`config.mk`:
```
export PLATFORM = sky130hd
export DESIGN_NAME = mlrsi_panel_flat
export DESIGN_NICKNAME = d
export VERILOG_FILES = /design/src/design/mlrsi_pkg.sv /design/src/design/mlrsi_link_if.sv /design/src/design/mlrsi_col_driver.sv /design/src/design/mlrsi_panel.sv /design/src/flat_wrapper.sv
export SDC_FILE = /design/constraint.sdc
export NUM_CORES = 1
export LEC_CHECK = 0
export BUFFER_PORTS_ARGS = -buffer_cell sky130_fd_sc_hd__buf_2
export CORE_MARGIN = 2
export CORE_UTILIZATION = 55
export DETAILED_ROUTE_END_ITERATION = 8
export GPL_TIMING_DRIVEN = 0
export MAX_ROUTING_LAYER = met4
export PLACE_DENSITY = 0.83
export SLEW_MARGIN = 20
export SYNTH_ARGS = -nofsm -noshare
export SYNTH_HDL_FRONTEND = slang
export SYNTH_SLANG_ARGS = --single-unit
export TNS_END_PERCENT = 1
```
`constraint.sdc`:
```
create_clock -name i_clock -period 56.4 [get_ports i_clock]
set_input_delay 8.46 -clock i_clock [delete_from_list [all_inputs] [get_ports i_clock]]
set_output_delay 8.46 -clock i_clock [all_outputs]
set_load 0.02 [all_outputs]
```
`src/design/mlrsi_pkg.sv`:
```
package mlrsi_pkg;
  localparam int NIB_W              = 4;
  localparam int DOTS_PER_ROW       = 320;
  localparam int ROWS_PER_FRAME     = 240;
  localparam int NIBBLES_PER_ROW    = DOTS_PER_ROW / NIB_W;
  localparam int DRIVER_BITS        = 80;
  localparam int NIBBLES_PER_DRIVER = DRIVER_BITS / NIB_W;
  localparam int NUM_DRIVERS        = DOTS_PER_ROW / DRIVER_BITS;
  localparam int ROW_W              = 8;
  localparam int COL_W              = 7;
  localparam int DRV_W              = 3;
  localparam int DCNT_W             = 5;
  localparam int PH_W               = 8;
  localparam int RCNT_W             = 16;

  localparam int CLK_PERIOD_NS      = 50;
  localparam int CLK_HZ             = 20000000;
  localparam int FRAME_HZ_MIN       = 70;
  localparam int FRAME_HZ_MAX       = 80;
  localparam int FRAME_HZ_TARGET    = 75;
  localparam int ROW_CYCLES_DEF     = CLK_HZ / (FRAME_HZ_TARGET * ROWS_PER_FRAME);
  localparam int ROW_CYCLES_MIN     =
    (CLK_HZ + FRAME_HZ_MAX * ROWS_PER_FRAME - 1) / (FRAME_HZ_MAX * ROWS_PER_FRAME);
  localparam int ROW_CYCLES_MAX     = CLK_HZ / (FRAME_HZ_MIN * ROWS_PER_FRAME);

  localparam int T_CP2_NS           = 130;
  localparam int T_CWH_NS           = 60;
  localparam int T_CWL_NS           = 60;
  localparam int T_LWH_NS           = 60;
  localparam int T_SSH_NS           = 60;
  localparam int T_CP2_CYC          = (T_CP2_NS + CLK_PERIOD_NS - 1) / CLK_PERIOD_NS;
  localparam int T_CWH_CYC          = (T_CWH_NS + CLK_PERIOD_NS - 1) / CLK_PERIOD_NS;
  localparam int T_CWL_CYC          = (T_CWL_NS + CLK_PERIOD_NS - 1) / CLK_PERIOD_NS;
  localparam int T_LWH_CYC          = (T_LWH_NS + CLK_PERIOD_NS - 1) / CLK_PERIOD_NS;
  localparam int T_SSH_CYC          = (T_SSH_NS + CLK_PERIOD_NS - 1) / CLK_PERIOD_NS;
  localparam int SHIFT_HALF_CYCLES  = (T_CWH_CYC > T_CWL_CYC) ? T_CWH_CYC : T_CWL_CYC;

  localparam logic [ROW_W-1:0] SCAN_ROW_RST = ROW_W'(ROWS_PER_FRAME - 1);

  typedef enum logic [3:0] {
    ST_GAP   = 4'h1,
    ST_HI    = 4'h2,
    ST_LO    = 4'h4,
    ST_LATCH = 4'h8
  } mlrsi_host_state_t;
endpackage : mlrsi_pkg

```
`src/design/mlrsi_link_if.sv`:
```
interface mlrsi_link_if;
  import mlrsi_pkg::*;
  logic             nibble_shift_clock;
  logic             row_latch_strobe;
  logic             scan_start_pulse;
  logic [NIB_W-1:0] pixel_nibble_bus;

  modport host (
    output nibble_shift_clock,
    output row_latch_strobe,
    output scan_start_pulse,
    output pixel_nibble_bus
  );

  modport panel (
    input nibble_shift_clock,
    input row_latch_strobe,
    input scan_start_pulse,
    input pixel_nibble_bus
  );
endinterface : mlrsi_link_if

```
`src/design/mlrsi_col_driver.sv`:
```
module mlrsi_col_driver
  import mlrsi_pkg::*;
#(
  parameter int BITS  = DRIVER_BITS,
  parameter int LANES = NIB_W
)(
  input  wire logic             i_clock,
  input  wire logic             i_rst,
  input  wire logic             i_select,
  input  wire logic             i_shift,
  input  wire logic [LANES-1:0] i_nibble,
  input  wire logic             i_latch,
  output logic      [BITS-1:0]  o_columns
);
  localparam int DEPTH = BITS / LANES;

  // the shift slice needs at least two nibbles of depth
  if (BITS % LANES != 0 || BITS <= LANES || LANES < 1)
  begin : g_chk
    $error("driver width must be a multiple of the lane count and exceed it");
  end

  logic [BITS-1:0] shreg;
  logic [BITS-1:0] next_shreg;
  logic [BITS-1:0] mapped;
  logic [BITS-1:0] next_columns;

  // lane k of nibble n sits at shreg[(DEPTH-1-n)*LANES+k] once all nibbles are in
  for (genvar d = 0; d < BITS; d++)
  begin : g_map
    assign mapped[d] = shreg[(DEPTH - 1 - d / LANES) * LANES + d % LANES];
  end

  always_comb
  begin
    next_shreg   = shreg;
    next_columns = o_columns;
    // unselected drivers keep their shift lanes frozen
    if (i_shift && i_select)
    begin
      next_shreg = {shreg[BITS-LANES-1:0], i_nibble};
    end
    if (i_latch)
    begin
      next_columns = mapped;
    end
  end

  always_ff @(posedge i_clock or posedge i_rst)
  begin
    if (i_rst)
    begin
      shreg     <= '0;
      o_columns <= '0;
    end
    else
    begin
      shreg     <= next_shreg;
      o_columns <= next_columns;
    end
  end
endmodule : mlrsi_col_driver

```
`src/design/mlrsi_panel.sv`:
```
module mlrsi_panel
  import mlrsi_pkg::*;
#(
  parameter int POL_ROWS = ROWS_PER_FRAME
)(
  input  wire logic                    i_clock,
  input  wire logic                    i_rst,
  mlrsi_link_if.panel                  lnk,
  output logic      [DOTS_PER_ROW-1:0] o_row_pixels,
  output logic      [ROW_W-1:0]        o_scan_row,
  output logic                         o_polarity,
  output logic                         o_row_latched
);
  if (POL_ROWS < 1 || POL_ROWS > 256)
  begin : g_chk
    $error("POL_ROWS must lie in 1..256");
  end

  logic [6:0]        sync1;
  logic [6:0]        sync2;
  logic [1:0]        prev;
  logic [6:0]        next_sync1;
  logic [6:0]        next_sync2;
  logic [1:0]        next_prev;
  logic              shift_fall;
  logic              latch_fall;
  logic [DRV_W-1:0]  drv_idx;
  logic [DCNT_W-1:0] drv_cnt;
  logic [ROW_W-1:0]  lat_cnt;
  logic [DRV_W-1:0]  next_drv_idx;
  logic [DCNT_W-1:0] next_drv_cnt;
  logic [ROW_W-1:0]  next_lat_cnt;
  logic [ROW_W-1:0]  next_scan_row;
  logic              next_polarity;
  logic              next_row_latched;

  // both edges are found from the second flop, so data and strobes stay aligned
  always_comb
  begin
    next_sync1 = {lnk.scan_start_pulse, lnk.row_latch_strobe,
                  lnk.nibble_shift_clock, lnk.pixel_nibble_bus};
    next_sync2 = sync1;
    next_prev  = sync2[5:4];
  end

  always_ff @(posedge i_clock or posedge i_rst)
  begin
    if (i_rst)
    begin
      sync1 <= '0;
      sync2 <= '0;
      prev  <= '0;
    end
    else
    begin
      sync1 <= next_sync1;
      sync2 <= next_sync2;
      prev  <= next_prev;
    end
  end

  assign shift_fall = prev[0] & ~sync2[4];
  assign latch_fall = prev[1] & ~sync2[5];

  always_comb
  begin
    next_drv_idx     = drv_idx;
    next_drv_cnt     = drv_cnt;
    next_lat_cnt     = lat_cnt;
    next_scan_row    = o_scan_row;
    next_polarity    = o_polarity;
    next_row_latched = 1'h0;
    // extra shift clocks past the last driver are dropped, none is selected
    if (shift_fall && drv_idx < DRV_W'(NUM_DRIVERS))
    begin
      if (drv_cnt == DCNT_W'(NIBBLES_PER_DRIVER - 1))
      begin
        next_drv_cnt = '0;
        next_drv_idx = drv_idx + DRV_W'(1);
      end
      else
      begin
        next_drv_cnt = drv_cnt + DCNT_W'(1);
      end
    end
    if (latch_fall)
    begin
      next_drv_idx     = '0;
      next_drv_cnt     = '0;
      next_row_latched = 1'h1;
      if (sync2[6])
      begin
        next_scan_row = '0;
      end
      else if (o_scan_row == ROW_W'(ROWS_PER_FRAME - 1))
      begin
        next_scan_row = '0;
      end
      else
      begin
        next_scan_row = o_scan_row + ROW_W'(1);
      end
      // free-running count of strobes, not tied to the scan start
      if (lat_cnt == ROW_W'(POL_ROWS - 1))
      begin
        next_lat_cnt  = '0;
        next_polarity = ~o_polarity;
      end
      else
      begin
        next_lat_cnt = lat_cnt + ROW_W'(1);
      end
    end
  end

  always_ff @(posedge i_clock or posedge i_rst)
  begin
    if (i_rst)
    begin
      drv_idx       <= '0;
      drv_cnt       <= '0;
      lat_cnt       <= '0;
      o_scan_row    <= SCAN_ROW_RST;
      o_polarity    <= 1'h0;
      o_row_latched <= 1'h0;
    end
    else
    begin
      drv_idx       <= next_drv_idx;
      drv_cnt       <= next_drv_cnt;
      lat_cnt       <= next_lat_cnt;
      o_scan_row    <= next_scan_row;
      o_polarity    <= next_polarity;
      o_row_latched <= next_row_latched;
    end
  end

  // a high bit drives its dot on (white)
  for (genvar i = 0; i < NUM_DRIVERS; i++)
  begin : g_drv
    mlrsi_col_driver #(
      .BITS  (DRIVER_BITS),
      .LANES (NIB_W)
    ) u_drv (
      .i_clock   (i_clock),
      .i_rst     (i_rst),
      .i_select  (drv_idx == DRV_W'(i)),
      .i_shift   (shift_fall),
      .i_nibble  (sync2[3:0]),
      .i_latch   (latch_fall),
      .o_columns (o_row_pixels[i*DRIVER_BITS +: DRIVER_BITS])
    );
  end
endmodule : mlrsi_panel

```
`src/flat_wrapper.sv`:
```
// flat-port wrapper written by rule: the top's interface ports become plain ports
module mlrsi_panel_flat import mlrsi_pkg::*;
#(
  parameter int POL_ROWS = ROWS_PER_FRAME
)
  (i_clock, i_rst, o_row_pixels, o_scan_row, o_polarity, o_row_latched, lnk_nibble_shift_clock, lnk_row_latch_strobe, lnk_scan_start_pulse, lnk_pixel_nibble_bus);
  mlrsi_link_if lnk_i ();
  input  wire logic i_clock;
  input  wire logic i_rst;
  output logic      [DOTS_PER_ROW-1:0] o_row_pixels;
  output logic      [ROW_W-1:0] o_scan_row;
  output logic o_polarity;
  output logic o_row_latched;
  input wire logic [$bits(lnk_i.nibble_shift_clock)-1:0] lnk_nibble_shift_clock;
  input wire logic [$bits(lnk_i.row_latch_strobe)-1:0] lnk_row_latch_strobe;
  input wire logic [$bits(lnk_i.scan_start_pulse)-1:0] lnk_scan_start_pulse;
  input wire logic [$bits(lnk_i.pixel_nibble_bus)-1:0] lnk_pixel_nibble_bus;
  assign lnk_i.nibble_shift_clock = lnk_nibble_shift_clock;
  assign lnk_i.row_latch_strobe = lnk_row_latch_strobe;
  assign lnk_i.scan_start_pulse = lnk_scan_start_pulse;
  assign lnk_i.pixel_nibble_bus = lnk_pixel_nibble_bus;
  mlrsi_panel #(.POL_ROWS(POL_ROWS)) u_core (.i_clock(i_clock), .i_rst(i_rst), .lnk(lnk_i), .o_row_pixels(o_row_pixels), .o_scan_row(o_scan_row), .o_polarity(o_polarity), .o_row_latched(o_row_latched));
endmodule
```
==> summary.txt, run 1 <==
Status
  • Status: complete, no violations

Layout
  • Filler cell count: 3322
  • Fin cells: 3267
  • Share of layout cells above drive strength 1: 19.46%
  • Synth-to-layout area growth: 19.19%
  • Register area: 17080 um^2
  • Multi-input gate area: 7925 um^2
  • Layout Nets: 2621

Logic synthesis
  • Register bit total from synthesis: 682
  • Post-synth top area share: 65.77%
  • Register area share after synthesis: 66.48%
  • Yosys warns: 0
  • Mapped Nets: 2205
  • Most numerous cell in the Yosys netlist: nand2_1
  • Synth area leaders: dfrtp_1, nand2_1, mux2_1
  • Netlist cell types: 42
  • Cells after Synth: 2188
  • Number of flops mapped to enable cells by yosys: 0
  • Post-Synthesis Cell Area: 25680 um^2
  • Leading area contributor after synthesis: dfrtp_1
  • Synth top cells by count: nand2_1, dfrtp_1, mux2_1
  • Ys flop type: dfrtp_1
  • Mean Syn Cell Area: 11.74 um^2
  • Ys async rst share: 100.0%

STA
  • Fin crit share: 18.27%
  • Slew @ Worst Pin: 0.6742 ns
  • Worst-case clock skew: 0.01813 ns
  • Slew HR: 55.05%
  • Final setup violation count: 0
  • Setup TNS: 0 ns
  • RSZ-0062 raised after global routing: no
  • Max-slew violation count: 0
  • Achievable Freq: 97.05 MHz
  • Final Hold Fails: 0
  • Fin crit period: 10.30 ns

Worst setup path
  • Worst setup SP type: input port
  • Critical R2R Capture: u_core.g_drv[3].u_drv.shreg[28]
  • Critical path fanouts, max: 102
  • Setup CP Type: in2async
  • Register-to-register setup slack: 54.28 ns
  • Worst path required time: 57.12 ns
  • Crit path arrival time: 11.02 ns
  • CP endpoint kind: asynchronous set/reset pin
  • R2R Path Start: u_core.drv_idx[1]
  • R2R depth: 6

Routing
  • Total number of vias: 17150
  • Avg Vias per Cell: 5.249
  • ANT nets after route: 0
  • DR iter-0 viols: 1077
  • Routed length per instance: 17.69 um
  • Total DRC errors in the routed layout: 0
  • Final wirelength: 57800 um
  • Drt pass-1 iters: 7

Worst hold path
  • Worst min path class: reg2reg
  • Min-delay src: u_core.next_sync2[4]
  • Hold EP: u_core.sync2[4]
  • Hold path depth: 0

Clock network
  • Reg clk slew, reported paths: 0.06 ns
  • Clk_lat worst skew: 0.59 ns
  • Htree depth: 3
  • Deepest clock path buffer count: 3
  • Setup bufs post-CTS: 0
  • CTS sink cnt: 682
  • CTS Root Cell: clkbuf_16
  • CTS tree: built
  • PostCTS Resize Cnt: 0
  • CTS buffer count: 69
  • Hold buffer count at CTS: 0

Global route
  • Largest net degree at the start of global routing: 107
  • Vias in the first global route: 17480
  • GRT Overall Usage: 24.85%
  • Antenna violations before repair: 2
  • First-pass GRT wire length: 92030 um
  • Overflow after GRT: 0

Placed design
  • RePlAce Congestion: 0.8237
  • DPL Wire Length: 39040 um
  • PortBufs: 338
  • Placed cells: 3140

Pwr
  • Pleak: 17.60 nW
  • Clk pwr share: 41.1%
  • Tot Pwr: 1.109 mW
  • Switching Share: 25.53%
  • Sequential share of power: 50.2%
  • Power Density: 36.22 nW/um^2
  • P_sw: 0.2831 mW
  • Gate power share: 8.7%
  • Max VDD drop: 0.03978 mV
  • P_int: 0.8258 mW

Floorplanning
  • Core ar.: 46360 um^2
  • Row count: 79
  • I/O pin total: 339
  • Die Area: 48440 um^2
  • Starting Density: 55.40%
  • Die extent in y: 220.1 um
  • Chip width: 220.1 um

Run
  • Max_cap viols: 0
## stage by stage
step                utilization [%]  hold WS [ns]  instance area (um^2)  setup WS [ns]
floorplan                         -        0.3312                 25680          28.83
global placement              60.69        0.3330                 28130          23.32
detailed placement            61.12        0.3379                 28330          45.36
CTS                           66.02        0.3517                 30600          46.00
global route                  66.03        0.3525                 30610          45.67
finish                        66.03        0.3491                 30610          46.10
## how the worst max path moves through the flow
stage	cells after the start	end	slack (ns)	from
after global routing	7	u_core.g_drv[3].u_drv.o_columns[37]	45.67	i_rst
after global placement	2	u_core.g_drv[3].u_drv.o_columns[36]	23.32	i_rst
after CTS	7	u_core.g_drv[3].u_drv.o_columns[33]	46.00	i_rst
after detailed placement	7	u_core.g_drv[3].u_drv.o_columns[33]	45.36	i_rst
final	7	u_core.g_drv[3].u_drv.o_columns[33]	46.10	i_rst
after floorplan	1	u_core.drv_cnt[0]	28.83	i_rst
## worst max-delay path, stage by stage
cell and delay, ns:
buf_2 0.13, inv_8 0.28, buf_16 0.45, buf_16 0.39, buf_16 0.33, buf_16 0.39
buf_16 0.36
## kinds of logic after synthesis
group                      synth area share, %
buffers and inverters                    2.660
and+or+nand+nor                          15.46
DFF                                      66.48
AOI/OAI and AO/OA                       0.5115
xor gates and xnor gates                0.3410
adders and majority gates               0.3897
muxes                                    14.15
## per-layer routing
layer / vias to the layer above / share of wire, % / GRT usage [%]
met5: - / 0 / -
met4: 0 / 3.3 / 8.658
met3: 141 / 5.5 / 5.093
met2: 478 / 48 / 39.37
met1: 8679 / 43 / 32.16
li1: 7852 / - / -
## sequential cells by signal, indices dropped and copies added, names as in the netlist
register,flops
u_core.g_drv.u_drv.o_columns,320
u_core.g_drv.u_drv.shreg,320
u_core.lat_cnt,8
u_core.o_scan_row,8
u_core.next_sync2,7
u_core.sync2,7
u_core.drv_cnt,5
u_core.drv_idx,3
u_core.prev,2
u_core.o_polarity,1
u_core.o_row_latched,1
## layout by cell type, fill, tap and decap left out, types with 3 or more instances in the layout
master,n
nand2_1,976
dfrtp_1,675
buf_2,353
mux2_1,320
clkbuf_1,76
clkbuf_16,73
buf_6,24
nor2_1,17
buf_4,12
clkinv_2,11
clkbuf_8,10
ha_1,8
buf_16,7
dfstp_2,7
a21oi_1,6
xor2_1,6
nand3_1,5
o21ai_1,5
nand4_1,5
inv_1,4
xnor2_1,4
diode_2,3
and2_1,3
a21o_1,3
nor3_1,3
clkinvlp_4,3
bufinv_16,3
## layout make-up
type	count	share of cell area (%)
Sequential cell	682	55.78
Multi-Input combinational cell	1389	25.89
Clock buffer	101	6.638
Timing Repair Buffer	345	6.155
Tap cell	607	2.481
Buffer	110	2.146
Clock inverter	23	0.7766
Inverter	7	0.1104
Antenna cell	3	0.02452
## power groups by stage
stage,Sequential [mW],Combinational (mW),Clock [mW]
final,0.557,0.0966,0.456
after global routing,0.561,0.107,0.485
after CTS,0.556,0.0984,0.464
after detailed placement,0.564,0.0971,0
after global placement,0.563,0.0911,0
after floorplan,0.576,0.0441,0
Power figures use the tool's default switching activity.
==> run 2: changes to the inputs <==
- clock period: 56.4 -> 9.98 ns (I/O delays scaled with it)
==> summary.txt, run 2 (synthesis gave the netlist of run 1 again) <==
Floorplanning
  • Chip width: 220.1 um
  • Starting Density: 55.40%
  • Die Area: 48440 um^2
  • Row count: 79
  • Core ar.: 46360 um^2
  • I/O pin total: 339
  • Die extent in y: 220.1 um

Worst setup path
  • Register-to-register setup slack: 7.84 ns
  • Delay-heaviest family, CP: flip-flops
  • Critical path, cell by cell: buf_2
  • Critical path fanouts, max: 7
  • Slowest stage cell, crit path: dfstp_2
  • R2R depth: 6
  • Crit path arrival time: 1.37 ns
  • CP max stage delay: 0.60 ns
  • Buf+Inv Stages, Crit Path: 1
  • Setup CP Type: reg2out
  • Worst path required time: 8.48 ns
  • R2R Path Start: u_core.drv_idx[1]
  • CP endpoint kind: output pin
  • Worst setup SP type: flip-flop
  • Critical R2R Capture: u_core.g_drv[3].u_drv.shreg[29]

Global route
  • Antenna violations before repair: 2
  • Vias in the first global route: 17990
  • First-pass GRT wire length: 94070 um
  • Largest net degree at the start of global routing: 38
  • GRT Overall Usage: 25.48%
  • Overflow after GRT: 0

Layout
  • Largest regs: u_core.g_drv.u_drv.o_columns (320), u_core.g_drv.u_drv.shreg (320)
  • Fin util: 66.60%
  • Layout Nets: 2634
  • Design Area, Final: 30880 um^2
  • Most frequent cells in the layout: nand2_1, dfrtp_1, buf_2
  • Commonest non-fill, non-tap cell in the layout: nand2_1
  • Multi-input gate area: 7925 um^2
  • Share of layout cells above drive strength 1: 19.87%
  • Synth-to-layout area growth: 20.22%
  • Filler cell count: 3278
  • Register area: 17080 um^2

STA
  • RSZ-0062 raised after global routing: no
  • Final Hold Fails: 0
  • Achievable Freq: 349.2 MHz
  • Slew HR: 57.68%
  • Max-slew violation count: 0
  • Worst-case clock skew: 0.02294 ns
  • Fin crit share: 28.69%
  • Final setup violation count: 0
  • Fin crit period: 2.863 ns
  • Slew @ Worst Pin: 0.6335 ns

Clock network
  • Hold buffer count at CTS: 0
  • Reg clk slew, reported paths: 0.06 ns
  • CTS sink cnt: 682
  • Clk_lat worst skew: 0.60 ns
  • Setup bufs post-CTS: 0
  • CTS Root Cell: clkbuf_16
  • Deepest clock path buffer count: 3
  • Htree depth: 3
  • PostCTS Resize Cnt: 0
  • CTS tree: built
  • CTS buffer count: 67

Routing
  • Total number of vias: 17260
  • ANT nets after route: 0
  • Uppermost layer routed: met4
  • Total DRC errors in the routed layout: 0
  • Avg Vias per Cell: 5.265
  • Drt pass-1 iters: 5
  • Post-route met1 wirelength: 24490 um
  • Final wirelength: 58610 um
  • Routed length per instance: 17.88 um
  • DR iter-0 viols: 1151
  • Met3 WL post-DR: 3456 um
  • Total length of routed met2 wires: 28800 um

Placed design
  • DP Area: 28590 um^2
  • RePlAce Congestion: 0.8368
  • PortBufs: 338
  • DPL Wire Length: 40560 um

Pwr
  • Pleak: 17.73 nW
  • Power Density: 204.4 nW/um^2
  • Tot Pwr: 6.310 mW
  • Max VDD drop: 0.1950 mV

Run
  • Max_cap viols: 0

Worst hold path
  • Hold EP: u_core.sync2[5]
  • Hold path depth: 0
  • Min-delay src: u_core.next_sync2[5]
  • Worst min path class: reg2reg

Status
  • Status: complete, no violations
run 2: final cells by class:
| cell class | count | area share, % |
|---|---|---|
| sequential | 682 | 55.30 |
| multi-input combinational | 1389 | 25.67 |
| timing repair buffer | 360 | 6.930 |
| clock buffer | 101 | 6.573 |
| tap | 607 | 2.460 |
| buffer | 110 | 2.127 |
| clock inverter | 19 | 0.8267 |
| inverter | 7 | 0.09726 |
| antenna | 2 | 0.01621 |
run 2: where the power goes:
| group | total [mW] | internal [mW] | switching, mW | leakage (nW) |
|---|---|---|---|---|
| combinational | 0.556 | 0.197 | 0.358 | 7.30 |
| sequential | 3.15 | 2.98 | 0.168 | 9.30 |
| clock | 2.61 | 1.56 | 1.05 | 1.13 |
| total | 6.31 | 4.74 | 1.57 | 17.7 |
run 2: layer usage:
layer	GRT usage, %	up-vias
li1	-	7859
met1	32.43	8795
met2	40.26	473
met3	5.411	128
met4	10.11	0
met5	-	-
run 2: how the worst max path moves through the flow:
stage / startpoint / to / slack, ns / depth (start not counted)
2_1_floorplan: i_rst / u_core.drv_cnt[0] / -0.84 / 1
3_3_place_gp: i_rst / u_core.g_drv[3].u_drv.o_columns[37] / -3.77 / 2
3_5_place_dp: i_rst / u_core.g_drv[3].u_drv.o_columns[34] / 6.57 / 8
4_1_cts: u_core.o_scan_row[2] / o_scan_row[2] / 7.08 / 1
5_1_grt: i_rst / u_core.g_drv[3].u_drv.o_columns[38] / 6.98 / 8
6_report: u_core.o_scan_row[2] / o_scan_row[2] / 7.12 / 1
run 2: per-stage QoR:
| stage | worst slack (ns) | hold slack, ns | setup TNS, ns | std cells |
|---|---|---|---|---|
| final | 7.117 | 0.3483 | 0 | 3277 |
| after global routing | 6.977 | 0.3546 | 0 | 3277 |
| after CTS | 7.080 | 0.3486 | 0 | 3275 |
| after detailed placement | 6.573 | 0.3347 | 0 | 3155 |
| after global placement | -3.768 | 0.3334 | -2485.88 | 3133 |
| after floorplan | -0.8415 | 0.3312 | -568.01 | 2188 |
